<file path="src/nco_consts.svh">
`ifndef NCO_CONSTS_SVH
`define NCO_CONSTS_SVH

// ----------------------------------------
// Register offsets
// ----------------------------------------
`define NCO_ADDR_CTRL 4'h0
`define NCO_ADDR_CLK 4'h1
`define NCO_ADDR_ACC_LO 4'h2
`define NCO_ADDR_ACC_HI 4'h3
`define NCO_ADDR_ACC_UP 4'h4
`define NCO_ADDR_INC_LO 4'h5
`define NCO_ADDR_INC_HI 4'h6
`define NCO_ADDR_IRQ_STAT 4'h7
`define NCO_ADDR_IRQ_MASK 4'h8

// ----------------------------------------
// Field positions
// ----------------------------------------
`define NCO_CTRL_EN 7
`define NCO_CTRL_OE 6
`define NCO_CTRL_OUT 5
`define NCO_CTRL_PFM 0
`define NCO_CLK_PWS_HI 7
`define NCO_CLK_PWS_LO 5
`define NCO_CLK_CKS_HI 1
`define NCO_CLK_CKS_LO 0
`define NCO_IRQ_OVF 0

// ----------------------------------------
// Clock source codes and reset values
// ----------------------------------------
`define NCO_CKS_FAST_OSC 2'h0
`define NCO_CKS_SYS 2'h1
`define NCO_CKS_CELL 2'h2
`define NCO_CKS_PIN 2'h3
`define NCO_RST_BYTE 8'h00
`define NCO_RST_ACC 20'h00000
`define NCO_RST_INC 16'h0000

`endif

</file>
<file path="src/nco_pkg.sv">
package nco_pkg;

  typedef enum logic [1:0] {LOAD_IDLE, LOAD_ARMED, LOAD_HALF} load_state_t;

endpackage : nco_pkg

</file>
<file path="src/phase_accumulator_oscillator.sv">
// The placing of the registers and the strobed register port were decided locally.
`timescale 1ns/10ps
`include "nco_consts.svh"

module phase_accumulator_oscillator (
  // Clock, reset, enable
  input wire logic core_clk,
  input wire logic rst_n,
  input wire logic clk_en,
  // Register port
  input wire logic [3:0] reg_addr,
  input wire logic [7:0] reg_wdata,
  input wire logic reg_wr,
  input wire logic reg_rd,
  output logic [7:0] reg_rdata,
  // Clock sources, asynchronous
  input wire logic internal_fast_osc,
  input wire logic logic_cell_one_output,
  input wire logic external_clock_pin,
  // Outputs
  output logic accumulator_carry_out,
  output logic osc_out,
  output logic osc_pin_out,
  output logic osc_pin_oe_n,
  output logic irq
);

  // ----------------------------------------
  // Registers
  // ----------------------------------------
  logic [7:0] ctrl_q;
  logic [7:0] clk_ctrl_q;
  logic [19:0] acc_q;
  logic [7:0] increment_low_byte_q;
  logic [7:0] increment_high_byte_q;
  logic [15:0] inc_buf_q;
  logic [7:0] irq_stat_q;
  logic [7:0] irq_mask_q;
  logic [7:0] rdata_q;
  logic out_q;
  logic carry_q;
  logic [7:0] pulse_cnt_q;
  nco_pkg::load_state_t load_q;

  logic [2:0] sync1_q;
  logic [2:0] sync2_q;
  logic [2:0] prev_q;
  logic [2:0] rise;
  logic src_edge;
  logic tick;
  logic en;
  logic pfm;
  logic [1:0] cks;
  logic [2:0] pws;
  logic [20:0] sum;
  logic wr;
  logic wr_acc;
  logic wr_inc_lo;
  logic wr_inc_hi;

  assign en = ctrl_q[`NCO_CTRL_EN];
  assign pfm = ctrl_q[`NCO_CTRL_PFM];
  assign cks = clk_ctrl_q[`NCO_CLK_CKS_HI:`NCO_CLK_CKS_LO];
  assign pws = clk_ctrl_q[`NCO_CLK_PWS_HI:`NCO_CLK_PWS_LO];
  assign wr = reg_wr & clk_en;
  assign wr_inc_lo = wr & (reg_addr == `NCO_ADDR_INC_LO);
  assign wr_inc_hi = wr & (reg_addr == `NCO_ADDR_INC_HI);
  assign wr_acc = wr & ((reg_addr == `NCO_ADDR_ACC_LO) | (reg_addr == `NCO_ADDR_ACC_HI)
                        | (reg_addr == `NCO_ADDR_ACC_UP));

  // ----------------------------------------
  // Clock source synchronisers
  // ----------------------------------------
  // Sources are foreign clocks, so they are sampled and edge detected;
  // each must run below half the core clock rate to be seen reliably.
  genvar gi;
  generate
    for (gi = 0; gi < 3; gi = gi + 1) begin : g_sync
      always_ff @(posedge core_clk) begin
        if (!rst_n) begin
          sync1_q[gi] <= 1'b0;
          sync2_q[gi] <= 1'b0;
          prev_q[gi] <= 1'b0;
        end else if (clk_en) begin
          sync1_q[gi] <= (gi == 0) ? internal_fast_osc :
                         (gi == 1) ? logic_cell_one_output : external_clock_pin;
          sync2_q[gi] <= sync1_q[gi];
          prev_q[gi] <= sync2_q[gi];
        end
      end
      assign rise[gi] = sync2_q[gi] & ~prev_q[gi];
    end
  endgenerate

  always_comb begin
    unique case (cks)
      `NCO_CKS_FAST_OSC: src_edge = rise[0];
      `NCO_CKS_SYS: src_edge = 1'b1;
      `NCO_CKS_CELL: src_edge = rise[1];
      `NCO_CKS_PIN: src_edge = rise[2];
    endcase
  end

  assign tick = clk_en & en & src_edge;

  // ----------------------------------------
  // Accumulator
  // ----------------------------------------
  // full add
  assign sum = {1'b0, acc_q} + {5'h00, inc_buf_q};

  always_ff @(posedge core_clk) begin
    if (!rst_n) begin
      acc_q <= `NCO_RST_ACC;
    end else if (wr_acc) begin
      unique case (reg_addr)
        `NCO_ADDR_ACC_LO: acc_q[7:0] <= reg_wdata;
        `NCO_ADDR_ACC_HI: acc_q[15:8] <= reg_wdata;
        default: acc_q[19:16] <= reg_wdata[3:0];
      endcase
    end else if (tick) begin
      acc_q <= sum[19:0];
    end
  end

  always_ff @(posedge core_clk) begin
    if (!rst_n) begin
      carry_q <= 1'b0;
    end else if (clk_en) begin
      carry_q <= tick & ~wr_acc & sum[20];
    end
  end

  assign accumulator_carry_out = carry_q;

  // ----------------------------------------
  // Increment registers and buffer
  // ----------------------------------------
  // two bytes
  always_ff @(posedge core_clk) begin
    if (!rst_n) begin
      increment_low_byte_q <= `NCO_RST_BYTE;
      increment_high_byte_q <= `NCO_RST_BYTE;
    end else begin
      if (wr_inc_lo) begin
        increment_low_byte_q <= reg_wdata;
      end
      if (wr_inc_hi) begin
        increment_high_byte_q <= reg_wdata;
      end
    end
  end

  // Rewriting the low byte mid-wait restarts the two-edge count.
  // arm on low write
  always_ff @(posedge core_clk) begin
    if (!rst_n) begin
      load_q <= nco_pkg::LOAD_IDLE;
    end else if (clk_en) begin
      if (wr_inc_lo && en) begin
        load_q <= nco_pkg::LOAD_ARMED;
      end else if (!en) begin
        load_q <= nco_pkg::LOAD_IDLE;
      end else if (tick) begin
        unique case (load_q)
          nco_pkg::LOAD_IDLE: load_q <= nco_pkg::LOAD_IDLE;
          nco_pkg::LOAD_ARMED: load_q <= nco_pkg::LOAD_HALF;
          nco_pkg::LOAD_HALF: load_q <= nco_pkg::LOAD_IDLE;
        endcase
      end
    end
  end

  always_ff @(posedge core_clk) begin
    if (!rst_n) begin
      inc_buf_q <= `NCO_RST_INC;
    end else if (clk_en) begin
      if (!en) begin
        if (wr_inc_lo) begin
          inc_buf_q[7:0] <= reg_wdata;
        end
        if (wr_inc_hi) begin
          inc_buf_q[15:8] <= reg_wdata;
        end
      end else if (tick && load_q == nco_pkg::LOAD_HALF && !wr_inc_lo) begin
        inc_buf_q <= {increment_high_byte_q, increment_low_byte_q};
      end
    end
  end

  // ----------------------------------------
  // Output shaping
  // ----------------------------------------
  // A pulse longer than the overflow period is restarted by each overflow, so the output stays high.
  // toggle or stretch
  always_ff @(posedge core_clk) begin
    if (!rst_n) begin
      out_q <= 1'b0;
      pulse_cnt_q <= `NCO_RST_BYTE;
    end else if (tick) begin
      if (!wr_acc && sum[20]) begin
        if (pfm) begin
          out_q <= 1'b1;
          pulse_cnt_q <= 8'((9'h001 << pws) - 9'h001);
        end else begin
          out_q <= ~out_q;
        end
      end else if (pfm && out_q) begin
        if (pulse_cnt_q == 8'h00) begin
          out_q <= 1'b0;
        end else begin
          pulse_cnt_q <= pulse_cnt_q - 8'h01;
        end
      end
    end
  end

  assign osc_out = out_q;
  assign osc_pin_out = out_q;
  assign osc_pin_oe_n = ~ctrl_q[`NCO_CTRL_OE];

  // ----------------------------------------
  // Control, interrupts, read port
  // ----------------------------------------
  // reset clear
  always_ff @(posedge core_clk) begin
    if (!rst_n) begin
      ctrl_q <= `NCO_RST_BYTE;
      clk_ctrl_q <= `NCO_RST_BYTE;
      irq_mask_q <= `NCO_RST_BYTE;
    end else if (wr) begin
      if (reg_addr == `NCO_ADDR_CTRL) begin
        ctrl_q <= reg_wdata & 8'hc1;
      end
      if (reg_addr == `NCO_ADDR_CLK) begin
        clk_ctrl_q <= reg_wdata & 8'he3;
      end
      if (reg_addr == `NCO_ADDR_IRQ_MASK) begin
        irq_mask_q <= reg_wdata & 8'h01;
      end
    end
  end

  // Set wins over a same-cycle write-one clear.
  // overflow interrupt
  always_ff @(posedge core_clk) begin
    if (!rst_n) begin
      irq_stat_q <= `NCO_RST_BYTE;
    end else if (clk_en) begin
      irq_stat_q[`NCO_IRQ_OVF] <= carry_q |
        (irq_stat_q[`NCO_IRQ_OVF] &
         ~(wr && reg_addr == `NCO_ADDR_IRQ_STAT && reg_wdata[`NCO_IRQ_OVF]));
    end
  end

  assign irq = |(irq_stat_q & irq_mask_q);

  always_ff @(posedge core_clk) begin
    if (!rst_n) begin
      rdata_q <= `NCO_RST_BYTE;
    end else if (clk_en) begin
      rdata_q <= 8'h00;
      if (reg_rd) begin
        unique case (reg_addr)
          `NCO_ADDR_CTRL: rdata_q <= {ctrl_q[7:6], out_q, ctrl_q[4:0]};
          `NCO_ADDR_CLK: rdata_q <= clk_ctrl_q;
          `NCO_ADDR_ACC_LO: rdata_q <= acc_q[7:0];
          `NCO_ADDR_ACC_HI: rdata_q <= acc_q[15:8];
          `NCO_ADDR_ACC_UP: rdata_q <= {4'h0, acc_q[19:16]};
          `NCO_ADDR_INC_LO: rdata_q <= increment_low_byte_q;
          `NCO_ADDR_INC_HI: rdata_q <= increment_high_byte_q;
          `NCO_ADDR_IRQ_STAT: rdata_q <= irq_stat_q;
          `NCO_ADDR_IRQ_MASK: rdata_q <= irq_mask_q;
          default: rdata_q <= 8'h00;
        endcase
      end
    end
  end

  assign reg_rdata = rdata_q;
endmodule : phase_accumulator_oscillator

</file>
<file path="config.mk">
export PLATFORM = sky130hd
export DESIGN_NAME = phase_accumulator_oscillator
export DESIGN_NICKNAME = d
export VERILOG_FILES = /design/src/nco_pkg.sv /design/src/phase_accumulator_oscillator.sv
export VERILOG_INCLUDE_DIRS = /design/src
export SDC_FILE = /design/constraint.sdc
export NUM_CORES = 1
export LEC_CHECK = 0
export ABC_AREA = 1
export BUFFER_PORTS_ARGS = -buffer_cell sky130_fd_sc_hd__clkbuf_2
export CAP_MARGIN = 20
export CORE_AREA = 2 2 118 120
export CTS_BUF_LIST = sky130_fd_sc_hd__clkbuf_16
export CTS_CLUSTER_SIZE = 16
export DETAILED_ROUTE_END_ITERATION = 12
export DIE_AREA = 0 0 120 122
export SLEW_MARGIN = 30
export SYNTH_ARGS = -nofsm -noshare
export SYNTH_HDL_FRONTEND = slang
export SYNTH_SLANG_ARGS = --single-unit
</file>
<file path="constraint.sdc">
create_clock -name core_clk -period 3.5 [get_ports core_clk]
set_input_delay 0.175 -clock core_clk [delete_from_list [all_inputs] [get_ports core_clk]]
set_output_delay 0.175 -clock core_clk [all_outputs]
set_load 0.005 [all_outputs]
</file>
Yosys cells after proc, flatten, opt, wreduce, memory -nomap -nowiden:

Cells that the tools add are included.

* output and inout port bits: 13
* input port bits: 20
* flip-flop bits (word level): 91
* logic and storage cells: 128

* reductions and logical operators: 32
* mux-type cells: 24
* bitwise logic cells: 23
* $add $sub $neg: 3
* shift-type cells: 1
* eq/ne operators: 20

Operators by type and width (number)
* 2-to-1 mux 8 bit: 9
* one-hot mux 8 bit (9 select lines): 1
* 2-to-1 mux 20 bit: 2
* 2-to-1 mux 16 bit: 2
* adder 20 x 16 -> 21 bit: 1
* equality test 4 x 3 -> 1 bit (second input constant): 4
* subtractor 8 x 1 -> 8 bit (second input constant): 2
* AND reduction 2 bit: 7
* bitwise AND 1 bit: 13
* nonzero test 2 bit: 5
* AND reduction 3 bit: 3
* equality test 4 x 2 -> 1 bit (second input constant): 2
* logical NOT 8 bit: 1
* OR reduction 8 bit: 1
* left shift 1 x 3 -> 8 bit (first input constant): 1
* logical AND 1 bit: 7
* inverter 1 bit: 7
* equality test 2 bit (second input constant): 3
* 2-to-1 mux 2 bit: 3
* != test 2 x 1 -> 1 bit (second input constant): 3
* != test 2 bit (second input constant): 3
* equality test 2 x 1 -> 1 bit (second input constant): 2
* equality test 4 x 1 -> 1 bit (second input constant): 1
* equality test 4 bit (second input constant): 1
* other kinds (11): 19

Longest topological paths before layout:

* word-level depth: 8
* mapped depth: 21
* mapped depth without buffers: 20

Worst setup path after synthesis:

OpenSTA, ideal clock, no wires.

* path kind: flip-flop to flip-flop
* start: reg acc_q[0]
* end: reg pulse_cnt_q[6]
* required time: 3385 ps
* cell stages (with the launch flop): 21
* library setup time: 115 ps
* setup slack: 949 ps
* arrival: 2436 ps
* path buffers: 1
* clock period less this slack: 2551 ps
* cells stage by stage: dfxtp_1 > ha_1 > fa_1 > nand2_1 > inv_1 > a21oi_1 > nor2_2 > nand2_2 > nand3_4 > nand2_4 > buf_6 > nand2_1 > nand2_1 > ha_1 > inv_1 > nor2_4 > nand3_1 > nand2_1 > inv_1 > nor2_1 > nor2_1

* longest elaborated chain between the ends: 4
* elaborated cells on any way between the ends: 7
* classes of those cells: add/sub: 1; eq/ne: 2; mux: 1; reduce/logical: 3

RTL lines
* start, declared: line phase_accumulator_oscillator.sv:33 `logic [19:0] acc_q;`
* start signal, assigned: line phase_accumulator_oscillator.sv:114 `` acc_q <= `NCO_RST_ACC; ``
* start signal, assigned: line phase_accumulator_oscillator.sv:117 `` `NCO_ADDR_ACC_LO: acc_q[7:0] <= reg_wdata; ``
* start signal, assigned: line phase_accumulator_oscillator.sv:122 `acc_q <= sum[19:0];`
* adder 20 x 16 -> 21 bit *: line phase_accumulator_oscillator.sv:110 `assign sum = {1'b0, acc_q} + {5'h00, inc_buf_q};`
* logical AND 1 bit *: line phase_accumulator_oscillator.sv:201 `if (!wr_acc && sum[20]) begin`
* != test 2 bit (no line) / nonzero test 2 bit (equally long branches)
* AND reduction 4 bit (no line)
* end signal, assigned: line phase_accumulator_oscillator.sv:199 `` pulse_cnt_q <= `NCO_RST_BYTE; ``
* end signal, assigned: line phase_accumulator_oscillator.sv:204 `pulse_cnt_q <= 8'((9'h001 << pws) - 9'h001);`
* end signal, assigned: line phase_accumulator_oscillator.sv:212 `pulse_cnt_q <= pulse_cnt_q - 8'h01;`
* end, declared: line phase_accumulator_oscillator.sv:42 `logic [7:0] pulse_cnt_q;`

Every way passes the cells marked *; elsewhere a longest branch is shown, timed or not.
A chain may end at the register's enable or synchronous reset.

Worst setup path in the final report:

Ends and elaborated chain as after synthesis.

==> flow_metrics.py <==
metrics = {
    "outcome": {
        "status": "finished, final reports clean",
    },
    "critical_path": {
        "path_cells": "ha_1 > fa_1 > nand2_1 > inv_1 > a21oi_1 > nor2_2 > nand2_2 > nand3_4 > nand2_4 > nand2_1 > nand2_1 > ha_1 > inv_1 > nor2_4 > nand3_1 > nand2_1 > inv_1 > nor2_1 > nor2_1",
        "arrival_ns": 3.03,
        "reg2reg_slack_ns": 0.72,
        "critPathKind": "flop to flop",
        "r2r_start": "acc_q[0]$_SDFFE_PN0P_",
        "setup.worst_path.start_class": "flop",
        "cpMostUsedCell": "nand2_1",
        "worstSetupStartpoint": "acc_q[0]$_SDFFE_PN0P_",
        "cp.required_ns": 3.75,
        "worst-path-max-fanout": 15,
        "max_stage_delay_ns": 0.39,
        "slowest_stage": "fa_1",
        "critPathCaptureType": "flop",
    },
    "grt": {
        "grt_max_degree": 75,
        "grt.busiest_layer": "met2",
        "grt_pass1_vias": 4562,
        "antenna_found_initial": 0,
        "track_usage_pct": 21.2,
        "use_met2_pct": 32.0,
        "gr-total-overflow": 0,
        "grt_use_met1_pct": 29.2,
        "grt_pass1_wl_um": 24100,
        "use_met3_pct": 4.63,
    },
    "worst_hold_path": {
        "hold_class": "input port to flop",
        "min_from": "external_clock_pin",
    },
    "timing": {
        "hold_viol_final": 0,
        "drv_slew": 0,
        "setup_ws_ns": 0.720,
        "tightest_slew_ns": 0.776,
        "whs_ns": 0.0405,
        "rsz0062_at_grt": "false",
        "slew_headroom_pct": 48.3,
        "maxClockFrequency_mhz": 360,
        "min_period_ns": 2.78,
        "setup_viol": 0,
        "setup_tns_ns": 0,
        "fin_crit_sh_pct": 79.4,
        "skew_ns": 0.00797,
    },
    "die": {
        "fp-row-count": 43,
        "die-area_mm2": 0.0146,
        "die_x_um": 120,
        "core-area_mm2": 0.0135,
        "initial_utilization_pct": 38.7,
        "top_level_ports": 33,
        "die_height_um": 122,
    },
    "clock_tree": {
        "clockBufferDepth": 2,
        "post_cts_resized": 0,
        "ctsHoldBuffers": 0,
        "cts_setup_buffers": 0,
        "numCtsBuffers": 9,
        "cts_tree": "yes",
        "path_clk_slew_ns": 0.07,
        "htree_num_levels": 3,
        "cts-root-buf": "clkbuf_16",
        "cts.sinks": 91,
        "clock_latency_ns": 0.35,
    },
    "run": {
        "cap_violations": 0,
    },
    "drt": {
        "avgRoutedWirePerCell_um": 15.3,
        "finalWirelength_um": 15000,
        "ant_nets": 0,
        "vias": 5048,
        "dr.pass1.iters": 5,
        "via_per_inst": 5.16,
        "post-route-drc-count": 0,
        "first_iter_violations": 411,
    },
    "finish": {
        "multiInputGateArea_mm2": 0.00291,
        "mostFrequentLayoutCell": "nand2_1",
        "num-fill-cells": 1398,
        "regArea_mm2": 0.00182,
        "final_nets": 832,
        "area_growth_pct": 12.2,
        "fin_util_pct": 43.4,
        "diodes": 0,
        "final_cell_mix": "nand2_1 (152), a21oi_1 (107), dfxtp_1 (91)",
        "drive_gt1_share_pct": 11.5,
    },
    "logic_synthesis": {
        "ys_ff_latch": 91,
        "yosysWarningCount": 0,
        "yosysSeqAreaShare_pct": 34.9,
        "netlist-cell-type-count": 46,
        "synth_fp_nets": 809,
        "ys.flop_type": "dfxtp_1",
        "postSynthAreaPerCell_um2": 6.77,
        "async_flop_share_pct": 0,
        "synth_area_mm2": 0.00522,
        "syn_inst": 771,
        "synth_edf_count": 0,
    },
    "power": {
        "leakagePower_nw": 2.55,
        "vdd_ir_drop_max_mv": 0.246,
        "p_per_area_mw_per_mm2": 402,
    },
    "placement": {
        "portBuffers": 32,
        "place.gp.congestion": 0.943,
        "preCtsSetupSlack_ns": 0.711,
        "dpl.hpwl_um": 10900,
    },
}
## Yosys cell counts, types with 7 or more instances
cell type	count	share of area [%]
o21ai_1	23	2.2
or2_2	7	0.84
ha_1	17	4.1
nor2_1	59	4.2
nor3_1	9	0.86
nor2_2	8	0.96
dfxtp_1	91	35
inv_1	82	5.9
nand2_1	152	11
a21oi_1	107	10
inv_2	12	0.86
o21bai_1	8	1.2
a31oi_1	16	1.9
clkbuf_1	15	1.1
nand3_1	37	3.5
o21ai_0	67	6.4
## power by group
| group | total [mW] | internal, mW | switching [mW] |
|---|---|---|---|
| registers | 1.07 | 1.05 | 0.0131 |
| clock network | 1.13 | 0.697 | 0.436 |
| logic | 0.151 | 0.0454 | 0.106 |
| total | 2.35 | 1.80 | 0.555 |
## layout make-up
| class | count | area share [%] |
|---|---|---|
| Clock inverter | 7 | 1.96 |
| Inverter | 96 | 6.15 |
| Timing Repair Buffer | 38 | 3.50 |
| Sequential cell | 91 | 31.1 |
| Multi-Input combinational cell | 558 | 49.6 |
| Clock buffer | 9 | 3.84 |
| Tap cell | 180 | 3.84 |
## critical path, delay by kind of cell, from the launching register on
kind	cells	cell delay, ns
adder cells (fa/ha/maj)	3	0.80
buffers and inverters	3	0.14
AND/OR/NAND/NOR	12	1.14
AO/OA/AOI/OAI	1	0.24
flip-flops	1	0.34
## through the flow
stage	cells	power [mW]	cell area (um2)
floorplan	771	1.19	5220
global placement	963	1.24	5520
detailed placement	963	1.24	5520
CTS	979	2.37	5860
global route	979	2.44	5860
finish	979	2.35	5860
## registers in the layout, summed over array words and instances, names as in the netlist, 2 cells and up
name / cells
acc_q: 20
increment_high_byte_q: 8
increment_low_byte_q: 8
load_q: 2
reg_rdata: 8
ctrl_q: 3
pulse_cnt_q: 8
sync2_q: 3
sync1_q: 3
prev_q: 3
inc_buf_q: 16
clk_ctrl_q: 5
## cell families (layout without fill, tap and decap cells)
family	count (synthesis)	after routing	synth area share, %
flip-flops	91	91	34.9
adder cells (fa/ha/maj)	18	18	4.46
buffers and inverters	122	150	9.42
AND/OR/NAND/NOR	289	289	24.0
AO/OA/AOI/OAI	248	248	26.7
XOR/XNOR	3	3	0.503
## per-layer routing
| layer | part of all wire [%] | routed length, um |
|---|---|---|
| met3 | 4.8 | 714 |
| met5 | 0 | 0 |
| met2 | 44 | 6590 |
| met1 | 48 | 7270 |
| met4 | 3.0 | 448 |
## worst paths after layout
check | endpoint | depth (start not counted)
max reg2reg | pulse_cnt_q[6]$_SDFFE_PN0P_ | 19
min | sync1_q[2]$_SDFFE_PN0P_ | 3
max | pulse_cnt_q[6]$_SDFFE_PN0P_ | 19
min reg2reg | reg_rdata[1]$_SDFFE_PN0P_ | 2
No activity file was read; power rests on OpenSTA's default activity.
